==> src/verilog/osc_map.svh <==
// Notes on behaviour
// - Run control resets to C0 hex.
// - Run control takes bit and byte writes, readable.
// - Bit 7 halts main crystal or external clock.
// - Bit 6 halts the subsystem crystal oscillator.
// - Bit 0 halts only the fast RC oscillator.
// - Run control bits 5 to 1 read zero.
// - Settle status is read-only, bit or byte reads.
// - Status clears on reset, deep halt, main halt.
// - Counting starts on main crystal start or deep-halt release.
// - Flags set in order and stay set.
// - Counter stops at the selected settle limit.
// - Only cycles after oscillation starts are counted.
// - Settle select codes pick the eight limits.
// - cpu_clk_is_sub shows core on subsystem clock.
// - Pin modes: crystal, external clock or port.
`ifndef OSC_MAP_SVH
`define OSC_MAP_SVH

`define OSC_ADDR_W 20
`define OSC_RUN_CTRL_ADDR 20'hFFFA1
`define OSC_SETTLE_STAT_ADDR 20'hFFFA2
`define OSC_RUN_CTRL_RST 8'hC0
`define OSC_SETTLE_STAT_RST 8'h00
`define OSC_RUN_CTRL_MASK 8'hC1
`define OSC_UNMAPPED_READ 8'h00
`define RUN_MAIN_HALT_BIT 7
`define RUN_SUB_HALT_BIT 6
`define RUN_FAST_RC_HALT_BIT 0
`define SETTLE_CNT_W 19
`define SETTLE_FLAGS 8
`define SETTLE_EXP0 8
`define SETTLE_EXP1 9
`define SETTLE_EXP2 10
`define SETTLE_EXP3 11
`define SETTLE_EXP4 13
`define SETTLE_EXP5 15
`define SETTLE_EXP6 17
`define SETTLE_EXP7 18

`endif

==> src/verilog/osc_pkg.sv <==
`default_nettype none
package osc_pkg;
`include "osc_map.svh"

	typedef logic [2:0] bit_idx_t;
	typedef logic [7:0] byte_t;
	typedef logic [`OSC_ADDR_W-1:0] reg_addr_t;
	typedef logic [`SETTLE_CNT_W-1:0] settle_cnt_t;
	typedef enum logic [1:0] {
		SETTLE_IDLE = 2'b00,
		SETTLE_ARMED = 2'b01,
		SETTLE_COUNT = 2'b11,
		SETTLE_DONE = 2'b10
	} settle_state_e;

endpackage : osc_pkg
`default_nettype wire

==> src/verilog/osc_enable_and_settle_monitor.sv <==
`timescale 1ns/1ps
`default_nettype none
module osc_enable_and_settle_monitor
	import osc_pkg::*;
(
	input wire logic mclk,
	input wire logic reset_n,
	input wire reg_addr_t regAddr,
	input wire logic regWrByte,
	input wire logic regWrBit,
	input wire bit_idx_t regBitIdx,
	input wire logic regBitVal,
	input wire byte_t regWdata,
	input wire logic regRd,
	input wire logic extClkSel,
	input wire logic mainPinOscSel,
	input wire logic subPinOscSel,
	input wire logic [2:0] settleSelect,
	input wire logic oscToggling,
	input wire logic deepHaltEnter,
	input wire logic deepHaltRelease,
	input wire logic cpuClkIsSub,
	input wire logic mainClkIsExt,
	output byte_t regRdata_q,
	output logic regRdValid_q,
	output logic mainOscEnable_q,
	output logic mainExtClkEnable_q,
	output logic subOscEnable_q,
	output logic fastRcEnable_q,
	output logic settleDone_q,
	output logic haltMisuse_q
);

	localparam int SETTLE_EXP [`SETTLE_FLAGS] = '{
		`SETTLE_EXP0, `SETTLE_EXP1, `SETTLE_EXP2, `SETTLE_EXP3,
		`SETTLE_EXP4, `SETTLE_EXP5, `SETTLE_EXP6, `SETTLE_EXP7
	};

	logic runSel;
	logic statSel;
	logic runByteWr;
	logic runBitWr;

	logic mainHaltWritten;
	logic mainHaltNext;
	logic mainHalt_q;
	logic subHaltWritten;
	logic subHaltNext;
	logic subHalt_q;
	logic fastRcHaltWritten;
	logic fastRcHaltNext;
	logic fastRcHalt_q;

	logic oscMode;
	logic extMode;
	logic settleClear;
	logic settleStart;
	logic coreOnHighSpeed;
	logic coreOnFastRc;
	logic misuse;

	settle_state_e state_q;
	settle_state_e state_d;
	settle_cnt_t cnt_q;
	settle_cnt_t cnt_d;
	settle_cnt_t limit;
	logic atLimit;
	logic [`SETTLE_FLAGS-1:0] flagAsc;
	byte_t runValue;
	byte_t statValue;

	function automatic settle_cnt_t settleLimit(input logic [2:0] sel);
		settle_cnt_t lim;
		lim = settle_cnt_t'(0);
		unique case (sel)
			3'h0: lim = settle_cnt_t'(1) << `SETTLE_EXP0;
			3'h1: lim = settle_cnt_t'(1) << `SETTLE_EXP1;
			3'h2: lim = settle_cnt_t'(1) << `SETTLE_EXP2;
			3'h3: lim = settle_cnt_t'(1) << `SETTLE_EXP3;
			3'h4: lim = settle_cnt_t'(1) << `SETTLE_EXP4;
			3'h5: lim = settle_cnt_t'(1) << `SETTLE_EXP5;
			3'h6: lim = settle_cnt_t'(1) << `SETTLE_EXP6;
			3'h7: lim = settle_cnt_t'(1) << `SETTLE_EXP7;
		endcase
		return lim;
	endfunction : settleLimit

	// Address decode; writes to the status word fall on no register.
	assign runSel = (regAddr == `OSC_RUN_CTRL_ADDR);
	assign statSel = (regAddr == `OSC_SETTLE_STAT_ADDR);
	assign runByteWr = regWrByte & runSel;
	assign runBitWr = regWrBit & runSel;

	osc_run_bit #(
		.BIT_POS(`RUN_MAIN_HALT_BIT),
		.RST_VAL(1'(`OSC_RUN_CTRL_RST >> `RUN_MAIN_HALT_BIT))
	) u_main_halt (
		.mclk(mclk),
		.reset_n(reset_n),
		.byteWr(runByteWr),
		.bitWr(runBitWr),
		.bitIdx(regBitIdx),
		.bitVal(regBitVal),
		.wdata(regWdata),
		.written(mainHaltWritten),
		.nextVal(mainHaltNext),
		.value_q(mainHalt_q)
	);

	osc_run_bit #(
		.BIT_POS(`RUN_SUB_HALT_BIT),
		.RST_VAL(1'(`OSC_RUN_CTRL_RST >> `RUN_SUB_HALT_BIT))
	) u_sub_halt (
		.mclk(mclk),
		.reset_n(reset_n),
		.byteWr(runByteWr),
		.bitWr(runBitWr),
		.bitIdx(regBitIdx),
		.bitVal(regBitVal),
		.wdata(regWdata),
		.written(subHaltWritten),
		.nextVal(subHaltNext),
		.value_q(subHalt_q)
	);

	osc_run_bit #(
		.BIT_POS(`RUN_FAST_RC_HALT_BIT),
		.RST_VAL(1'(`OSC_RUN_CTRL_RST >> `RUN_FAST_RC_HALT_BIT))
	) u_fast_rc_halt (
		.mclk(mclk),
		.reset_n(reset_n),
		.byteWr(runByteWr),
		.bitWr(runBitWr),
		.bitIdx(regBitIdx),
		.bitVal(regBitVal),
		.wdata(regWdata),
		.written(fastRcHaltWritten),
		.nextVal(fastRcHaltNext),
		.value_q(fastRcHalt_q)
	);

	assign oscMode = ~extClkSel & mainPinOscSel;
	assign extMode = extClkSel & mainPinOscSel;

	// Oscillator enables. The 20 MHz and low-speed oscillators are not driven here.
	always_ff @(posedge mclk) begin
		if (!reset_n) begin
			mainOscEnable_q <= 1'b0;
			mainExtClkEnable_q <= 1'b0;
		end else begin
			mainOscEnable_q <= ~mainHalt_q & oscMode;
			mainExtClkEnable_q <= ~mainHalt_q & extMode;
		end
	end

	always_ff @(posedge mclk) begin
		if (!reset_n) begin
			subOscEnable_q <= 1'b0;
		end else begin
			subOscEnable_q <= ~subHalt_q & subPinOscSel;
		end
	end

	always_ff @(posedge mclk) begin
		if (!reset_n) begin
			fastRcEnable_q <= 1'b1;
		end else begin
			fastRcEnable_q <= ~fastRcHalt_q;
		end
	end

	// Hardware does not refuse a halt of the running core clock; it only records it.
	assign coreOnHighSpeed = ~cpuClkIsSub & mainClkIsExt;
	assign coreOnFastRc = ~cpuClkIsSub & ~mainClkIsExt;

	always_comb begin
		misuse = 1'b0;
		if (mainHaltWritten && mainHaltNext && coreOnHighSpeed) begin
			misuse = 1'b1;
		end
		if (subHaltWritten && subHaltNext && cpuClkIsSub) begin
			misuse = 1'b1;
		end
		if (fastRcHaltWritten && fastRcHaltNext && coreOnFastRc) begin
			misuse = 1'b1;
		end
	end

	always_ff @(posedge mclk) begin
		if (!reset_n) begin
			haltMisuse_q <= 1'b0;
		end else begin
			haltMisuse_q <= haltMisuse_q | misuse;
		end
	end

	// Clear and start events of the settle counter.
	assign settleClear = deepHaltEnter | (mainHaltWritten & mainHaltNext);
	assign settleStart = deepHaltRelease | (mainHaltWritten & mainHalt_q & ~mainHaltNext & oscMode);

	assign limit = settleLimit(settleSelect);
	assign atLimit = (cnt_q >= limit);

	// A clear takes priority over a start in the same cycle, since a halted
	// oscillator cannot be settling.
	always_comb begin
		state_d = state_q;
		unique case (state_q)
			SETTLE_IDLE: begin
				if (settleStart) begin
					state_d = SETTLE_ARMED;
				end
			end
			SETTLE_ARMED: begin
				if (oscToggling) begin
					state_d = SETTLE_COUNT;
				end
			end
			SETTLE_COUNT: begin
				if (atLimit) begin
					state_d = SETTLE_DONE;
				end
			end
			SETTLE_DONE: begin
				if (settleStart) begin
					state_d = SETTLE_ARMED;
				end
			end
		endcase
		if (settleClear) begin
			state_d = SETTLE_IDLE;
		end
	end

	always_ff @(posedge mclk) begin
		if (!reset_n) begin
			state_q <= SETTLE_IDLE;
		end else begin
			state_q <= state_d;
		end
	end

	always_comb begin
		cnt_d = cnt_q;
		if (settleClear || settleStart) begin
			cnt_d = settle_cnt_t'(0);
		end else if ((state_q == SETTLE_ARMED || state_q == SETTLE_COUNT) && oscToggling && !atLimit) begin
			cnt_d = cnt_q + settle_cnt_t'(1);
		end
	end

	always_ff @(posedge mclk) begin
		if (!reset_n) begin
			cnt_q <= settle_cnt_t'(0);
		end else begin
			cnt_q <= cnt_d;
		end
	end

	always_ff @(posedge mclk) begin
		if (!reset_n) begin
			settleDone_q <= 1'b0;
		end else begin
			settleDone_q <= (state_d == SETTLE_DONE);
		end
	end

	// Flags watch the next count, so a clear lowers them even while the count stands past their threshold.
	genvar gi;
	generate
		for (gi = 0; gi < `SETTLE_FLAGS; gi++) begin : g_flag
			settle_flag_cell #(
				.EXP(SETTLE_EXP[gi])
			) u_flag (
				.mclk(mclk),
				.reset_n(reset_n),
				.count(cnt_d),
				.clear(settleClear),
				.flag_q(flagAsc[gi])
			);
		end
	endgenerate

	// The shortest time sits in bit 7, so the word fills from the top down.
	always_comb begin
		statValue = `OSC_SETTLE_STAT_RST;
		for (int i = 0; i < `SETTLE_FLAGS; i++) begin
			statValue[`SETTLE_FLAGS-1-i] = flagAsc[i];
		end
	end

	always_comb begin
		runValue = `OSC_RUN_CTRL_RST & `OSC_RUN_CTRL_MASK;
		runValue[`RUN_MAIN_HALT_BIT] = mainHalt_q;
		runValue[`RUN_SUB_HALT_BIT] = subHalt_q;
		runValue[`RUN_FAST_RC_HALT_BIT] = fastRcHalt_q;
		runValue = runValue & `OSC_RUN_CTRL_MASK;
	end

	// Reads answer one cycle later; a bit read returns the whole byte.
	always_ff @(posedge mclk) begin
		if (!reset_n) begin
			regRdValid_q <= 1'b0;
			regRdata_q <= `OSC_UNMAPPED_READ;
		end else begin
			regRdValid_q <= regRd;
			if (!regRd) begin
				regRdata_q <= `OSC_UNMAPPED_READ;
			end else if (runSel) begin
				regRdata_q <= runValue;
			end else if (statSel) begin
				regRdata_q <= statValue;
			end else begin
				regRdata_q <= `OSC_UNMAPPED_READ;
			end
		end
	end

endmodule : osc_enable_and_settle_monitor
`default_nettype wire

==> src/verilog/osc_run_bit.sv <==
`timescale 1ns/1ps
`default_nettype none
module osc_run_bit
	import osc_pkg::*;
#(
	parameter int BIT_POS = 0,
	parameter logic RST_VAL = 1'b0
) (
	input wire logic mclk,
	input wire logic reset_n,
	input wire logic byteWr,
	input wire logic bitWr,
	input wire bit_idx_t bitIdx,
	input wire logic bitVal,
	input wire byte_t wdata,
	output logic written,
	output logic nextVal,
	output logic value_q
);

	always_comb begin
		written = byteWr | (bitWr && (bitIdx == bit_idx_t'(BIT_POS)));
		if (byteWr) begin
			nextVal = wdata[BIT_POS];
		end else if (written) begin
			nextVal = bitVal;
		end else begin
			nextVal = value_q;
		end
	end

	always_ff @(posedge mclk) begin
		if (!reset_n) begin
			value_q <= RST_VAL;
		end else begin
			value_q <= nextVal;
		end
	end

endmodule : osc_run_bit
`default_nettype wire

==> src/verilog/settle_flag_cell.sv <==
`timescale 1ns/1ps
`default_nettype none
module settle_flag_cell
	import osc_pkg::*;
#(
	parameter int EXP = 8
) (
	input wire logic mclk,
	input wire logic reset_n,
	input wire settle_cnt_t count,
	input wire logic clear,
	output logic flag_q
);

	localparam settle_cnt_t THRESHOLD = settle_cnt_t'(1) << EXP;

	logic reached;

	assign reached = (count >= THRESHOLD);

	// A reached threshold beats a clear in the same cycle, so no event is lost.
	always_ff @(posedge mclk) begin
		if (!reset_n) begin
			flag_q <= 1'b0;
		end else begin
			flag_q <= reached | (flag_q & ~clear);
		end
	end

endmodule : settle_flag_cell
`default_nettype wire

==> config.mk <==
export PLATFORM = sky130hd
export DESIGN_NAME = osc_enable_and_settle_monitor
export DESIGN_NICKNAME = d
export VERILOG_FILES = /design/src/verilog/osc_pkg.sv /design/src/verilog/osc_enable_and_settle_monitor.sv /design/src/verilog/osc_run_bit.sv /design/src/verilog/settle_flag_cell.sv
export VERILOG_INCLUDE_DIRS = /design/src /design/src/verilog
export SDC_FILE = /design/constraint.sdc
export NUM_CORES = 1
export LEC_CHECK = 0
export BUFFER_PORTS_ARGS = -buffer_cell sky130_fd_sc_hd__buf_2
export CORE_ASPECT_RATIO = 1.4
export CORE_UTILIZATION = 35
export CTS_CLUSTER_SIZE = 30
export DETAILED_ROUTE_END_ITERATION = 7
export PLACE_DENSITY = 0.63
export SLEW_MARGIN = 20
export SYNTH_ARGS = -nofsm -noshare
export SYNTH_HDL_FRONTEND = slang
export SYNTH_HIERARCHICAL = 1
export SYNTH_SLANG_ARGS = --single-unit
export TNS_END_PERCENT = 1
==> constraint.sdc <==
create_clock -name mclk -period 4.32 [get_ports mclk]
set_input_delay 0.216 -clock mclk [delete_from_list [all_inputs] [get_ports mclk]]
set_output_delay 0.216 -clock mclk [all_outputs]
set_load 0.005 [all_outputs]
# Word-level counts from Yosys, hierarchy flattened
# Memory sizes are Yosys's and may differ from the RTL's.
# Index checks and enable logic that the tools add are counted.
[word_totals]
register_bits = 47
latch_bits = 0
mem_bits_rw = 0
romBits = 64
in_bits = 48
output_inout_bits = 15
wordCells = 124
n_memories = 1
[memory_table]
columns = ["memory", "depth", "word_bits", "read_ports", "rd_ports_with_merged_regs", "write_ports", "line", "source"]
rows = [
  ["(no name shown)", 8, 8, 1, 0, 0, "osc_enable_and_settle_monitor.sv:75", "unique case (sel)"],
]
[classes]
n_addsub = 1
mul = 0
div = 0
n_lt_le_gt_ge = 9
n_eq_ne = 8
n_shift = 0
muxes = 18
bitwise = 46
n_reduce_logical = 19
[op_table]
columns = ["operator", "count"]
rows = [
  ["$eq 20x20->1 const B", 2],
  ["$mux 19", 2],
  ["$and 1x1->1", 21],
  ["$add 19x1->19 const B", 1],
  ["$ge 19x10->1 const B", 1],
  ["$ge 19x11->1 const B", 1],
  ["$ge 19x12->1 const B", 1],
  ["$ge 19x14->1 const B", 1],
  ["$ge 19x16->1 const B", 1],
  ["$ge 19x18->1 const B", 1],
  ["$ge 19x19->1", 1],
  ["$ge 19x19->1 const B", 1],
  ["$ge 19x9->1 const B", 1],
  ["$mux 8", 2],
  ["$or 1x1->1", 14],
  ["$logic_and 1x1->1", 11],
  ["$not 1->1", 11],
  ["$mux 1", 9],
  ["$mux 2", 4],
  ["$eq 2x2->1 const B", 3],
  ["$eq 3x3->1 const B", 2],
  ["$pmux 2 s3", 1],
  ["$reduce_or 4->1", 1],
  ["$logic_not 3->1", 1],
  ["6 further kinds", 7],
]

# Depth between registers and ports, before layout
[logic_depth]
ltp_word = 14
ltp_mapped = 15
mapped_depth_nobuf = 14

# Cells and area by module
# Netlist, hierarchy kept.
[by_module_without_submodules]
columns = ["module", "instances", "cells_each", "area_each_um2", "seq_area_each_um2"]
rows = [
  ["osc_enable_and_settle_monitor", 1, 274, 2220.9, 720.7],
  ["osc_run_bit (u_fast_rc_halt)", 1, 10, 97.6, 20.0],
  ["osc_run_bit (u_sub_halt)", 1, 7, 77.6, 20.0],
  ["settle_flag_cell (g_flag[1].u_flag)", 1, 7, 67.6, 20.0],
  ["settle_flag_cell (g_flag[0].u_flag)", 1, 7, 62.6, 20.0],
  ["settle_flag_cell (g_flag[3].u_flag)", 1, 6, 61.3, 20.0],
  ["osc_run_bit (u_main_halt)", 1, 7, 60.1, 20.0],
  ["settle_flag_cell (g_flag[2].u_flag)", 1, 7, 60.1, 20.0],
  ["settle_flag_cell (g_flag[5].u_flag)", 1, 4, 46.3, 20.0],
  ["settle_flag_cell (g_flag[4].u_flag)", 1, 4, 45.0, 20.0],
  ["settle_flag_cell (g_flag[7].u_flag)", 1, 3, 41.3, 20.0],
  ["settle_flag_cell (g_flag[6].u_flag)", 1, 3, 35.0, 20.0],
]

# Least setup slack after synthesis
# Ideal clock, no wire load.
[synth_path]
kind = "input port to flip-flop"
from = "input port regAddr[3]"
to = "register g_flag[4].u_flag.flag_q"
setup_ns = 0.125
t_arrival_ns = 3.240
t_required_ns = 4.195
slack_ns = 0.955
path_stages = 14
path_buffers = 1
cell_sequence = "nand4bb_1 nor3_1 nand4b_1 nor2_1 nand4_1 mux2i_1 o21ai_0 nor2_1 a41oi_1 nand2_1 clkbuf_1 a21oi_1 or4_1 o41a_1"
[synth_between]
elab_chain_len = 14
word_cells_on_any_way = 20
classes_between = "1 x order compare; 1 x eq/ne; 3 x mux; 13 x bitwise; 2 x reduce/logical"
[synth_lines]
columns = ["item", "line", "source"]
rows = [
  ["start, declared", "osc_enable_and_settle_monitor.sv:8", "input wire reg_addr_t regAddr,"],
  ["$eq 20x20->1 (no source line) (*)", "n/a", ""],
  ["$and 1x1->1 (*)", "osc_enable_and_settle_monitor.sv:92", "assign runBitWr = regWrBit & runSel;"],
  ["named net runBitWr", "osc_enable_and_settle_monitor.sv:42", "logic runBitWr;"],
  ["$logic_and 1x1->1 (*)", "osc_run_bit.sv:22", "written = byteWr | (bitWr && (bitIdx == bit_idx_t'(BIT_POS)));"],
  ["$or 1x1->1 (*)", "osc_run_bit.sv:22", ""],
  ["$mux 1 (*)", "osc_run_bit.sv:25", "end else if (written) begin"],
  ["$mux 1 (*)", "osc_run_bit.sv:23", "if (byteWr) begin"],
  ["named net mainHaltNext", "osc_enable_and_settle_monitor.sv:45", "logic mainHaltNext;"],
  ["$not 1->1", "osc_enable_and_settle_monitor.sv:199", "assign settleStart = deepHaltRelease | (mainHaltWritten & mainHalt_q & ~mainHaltNext & oscMode);"],
  ["$and 1x1->1 (2 in series)", "osc_enable_and_settle_monitor.sv:199", ""],
  ["$or 1x1->1", "osc_enable_and_settle_monitor.sv:199", ""],
  ["$logic_or 1x1->1 (*)", "osc_enable_and_settle_monitor.sv:245", "if (settleClear || settleStart) begin"],
  ["$mux 19 (*)", "osc_enable_and_settle_monitor.sv:245", ""],
  ["named net cnt_d[15]", "osc_enable_and_settle_monitor.sv:65", "settle_cnt_t cnt_d;"],
  ["$ge 19x14->1 (*)", "settle_flag_cell.sv:19", "assign reached = (count >= THRESHOLD);"],
  ["$or 1x1->1 (*)", "settle_flag_cell.sv:26", "flag_q <= reached | (flag_q & ~clear);"],
  ["end signal, assigned", "settle_flag_cell.sv:26", ""],
  ["end, declared", "settle_flag_cell.sv:12", "output logic flag_q"],
]
# The timed path passes the listed nets; every way through them passes the cells marked *.
# A chain may end at the register's enable or synchronous reset.

# Worst setup path in the final report
[layout_path]
from = "input port regAddr[3]"
to = "register g_flag[1].u_flag.flag_q"
[layout_between]
elab_chain_len = 14
word_cells_on_any_way = 20
classes_between = "1 x order compare; 1 x eq/ne; 3 x mux; 13 x bitwise; 2 x reduce/logical"
[layout_lines]
columns = ["item", "line"]
rows = [
  ["$eq 20x20->1 (no source line) (*)", "n/a"],
  ["$and 1x1->1 (*)", "osc_enable_and_settle_monitor.sv:92"],
  ["named net runBitWr", "osc_enable_and_settle_monitor.sv:42"],
  ["$logic_and 1x1->1 (*)", "osc_run_bit.sv:22"],
  ["$or 1x1->1 (*)", "osc_run_bit.sv:22"],
  ["$mux 1 (*)", "osc_run_bit.sv:25"],
  ["$mux 1 (*)", "osc_run_bit.sv:23"],
  ["named net mainHaltNext", "osc_enable_and_settle_monitor.sv:45"],
  ["$not 1->1", "osc_enable_and_settle_monitor.sv:199"],
  ["$and 1x1->1 (2 in series)", "osc_enable_and_settle_monitor.sv:199"],
  ["$or 1x1->1", "osc_enable_and_settle_monitor.sv:199"],
  ["$logic_or 1x1->1 (*)", "osc_enable_and_settle_monitor.sv:245"],
  ["$mux 19 (*)", "osc_enable_and_settle_monitor.sv:245"],
  ["named net cnt_d[10]", "osc_enable_and_settle_monitor.sv:65"],
  ["$ge 19x10->1 (*)", "settle_flag_cell.sv:19"],
  ["$or 1x1->1 (*)", "settle_flag_cell.sv:26"],
  ["end signal, assigned", "settle_flag_cell.sv:26"],
  ["end, declared", "settle_flag_cell.sv:12"],
]
# Marked as above.

==> metrics <==
Clock Sinks=47; Slowest Stage Delay on Critical Path=520 ps; syn avg cell area=roughly 8.6 um2; clock skew=5.95 ps; synthesized net count=approximately 380; Max-Cap Viols=0; Post-DP HPWL=4.71 mm; Power Dens Cells=242 mW/mm2; fin crit share=81.4%; antenna cells=0; CP top delay family=simple AND/OR/NAND/NOR gates; clk buf depth=2; Hold Fails Final Rpt=0; RSZ-0062 raised after global routing=no; Worst Path Buf+Inv=1; detailed-route via count=2,571; GPL Wtd Cong=roughly 0.85; final std cell area, no fill=0.00330 mm2; Top Ports=between 60 and 70; clock tree from TritonCTS=done; Die Y=107 um; ANT nets after route=0; Final min period=3520 ps; Clk Tree Root Cell=clkbuf_8; commonest non-fill, non-tap cell in the layout=buf_2; crit path capture type=flip-flop; routed length per instance=about 13 um; drc violations=0; Hold WC Path Type=in -> reg; Reg power frac=54.5%; setup TNS=0 ps; core region area=0.00770 mm2; Final nets=443; worst path cell trace=buf_2 > nand4bb_1 > nor3_1 > nand4b_1 > nor2_1 > nand4_1 > mux2i_1 > o21ai_0 > nor2_1 > a41oi_1 > nand2_1 > or2_2 > mux2i_1 > nor4_2 > a41oi_1; Critical Path RT=4540 ps; Worst Hold Path Cells=2; Vias/cell=~5.3; synthesized instance count=around 320; Pwr Total=0.000797 W; synth warn=6; WL final=roughly 6.3 mm; initial antenna violation count=0; Site Rows=38; total track usage=approximately 16%; DR pass1 iterations=6; Max Clock Freq=0.284 GHz; critical-path maximum fanout=9; status=finished clean; Worst setup SP type=primary input; H-tree depth=2; port buffer count=57; final slew viol count=0; min-delay src=extClkSel; CTS resizes=0; CTS Buf Count=5; synthesis-to-layout area growth=18.7%; Leak=1.25 nW; worst-skew pair later-pin latency=300 ps; Post-Syn Area=0.00278 mm2; Worst R2R End=g_flag[4].u_flag/flag_q; vias in the first global route=2,494; number of DRC markers in iteration 0=81; Max IR drop VDD=0.120 mV; critical path type=in -> reg; Chip Width=77.3 um; net switching share of the total power=approximately a quarter; worst min-delay path endpoint=mainOscEnable_q; first-pass GRT wire length=11.1 mm; full die area=0.00830 mm2; power share of the combinational group=approximately a tenth; hold slack final=100 ps; crit path DAT=approximately 3700 ps; # Post-CTS Setup Buffers=0; Worst-path clk slew=90 ps; GR Overflow Total=0; Setup WS pre-CTS=469 ps; layout cells sized above 1=27.5%; slowest stage cell, crit path=a41oi_1; worst reg2reg setup slack=1140 ps; hold buffers post-CTS=0; largest net degree at the start of global routing=31; Clock Power Share=between 30% and 40%; internal power=about 0.00060 W; Max-slew headroom=about half; Initial Util=36.1%; commonest cells after routing, fill and taps aside=buf_2, dfxtp_1, nand2_1; Critical R2R Launch=cnt_q[17]; worst r2r path cells=9; switching power=0.000202 W; Worst-Margin Slew=748 ps; final worst slack=between 800 and 900 ps; Placed Area=0.00320 mm2; # setup viols final=0
==> per-layer routing <==
metal,part of all wire [%],global-route usage (%),up-vias
met2,52,30.8,52
met4,0.81,6.33,0
li1,-,-,1323
met1,44,18.3,1192
met5,0,0,-
met3,3.4,2.80,4
==> how the worst max path moves through the flow <==
stage,from,endpoint,slack [ps],depth (start not counted)
floorplan,regAddr[3],g_flag[4].u_flag/flag_q,1070,15
global placement,regAddr[3],g_flag[2].u_flag/flag_q,570,15
detailed placement,regAddr[3],g_flag[2].u_flag/flag_q,470,15
CTS,regAddr[3],g_flag[2].u_flag/flag_q,770,15
global route,regAddr[4],g_flag[2].u_flag/flag_q,400,14
finish,regAddr[3],g_flag[1].u_flag/flag_q,800,15
==> power groups by stage <==
stage	sequential [W]	combinational, W	clock [W]
2_1_floorplan	0.000445	0.0000447	0
6_report	0.000435	0.0000782	0.000284
5_1_grt	0.000435	0.0000870	0.000314
4_1_cts	0.000435	0.0000788	0.000299
3_3_place_gp	0.000445	0.0000774	0
3_5_place_dp	0.000445	0.0000785	0
==> area by class of cell <==
class	instances	area (um2)
Clock buffer	6	82.6
Clock inverter	2	16.3
Fill cell	828	4400
Inverter	15	56.3
Multi-Input combinational cell	251	1730
Sequential cell	47	941
Tap cell	100	125
Timing Repair Buffer	65	345
==> flip-flops by register name (all words and copies together), names as in the netlist <==
name                    count
g_flag.u_flag/flag_q        8
u_sub_halt/value_q          1
subOscEnable_q              1
settleDone_q                1
fastRcEnable_q              1
regRdValid_q                1
haltMisuse_q                1
mainExtClkEnable_q          1
u_main_halt/value_q         1
cnt_q                      19
state_q                     2
u_fast_rc_halt/value_q      1
regRdata_q                  8
mainOscEnable_q             1
==> through the flow <==
stage,util (%),instances
6_report,42.8,486
4_1_cts,42.8,486
2_1_floorplan,-,324
5_1_grt,42.8,486
3_3_place_gp,41.5,478
3_5_place_dp,41.5,478
(Power assumes the default switching activity.)
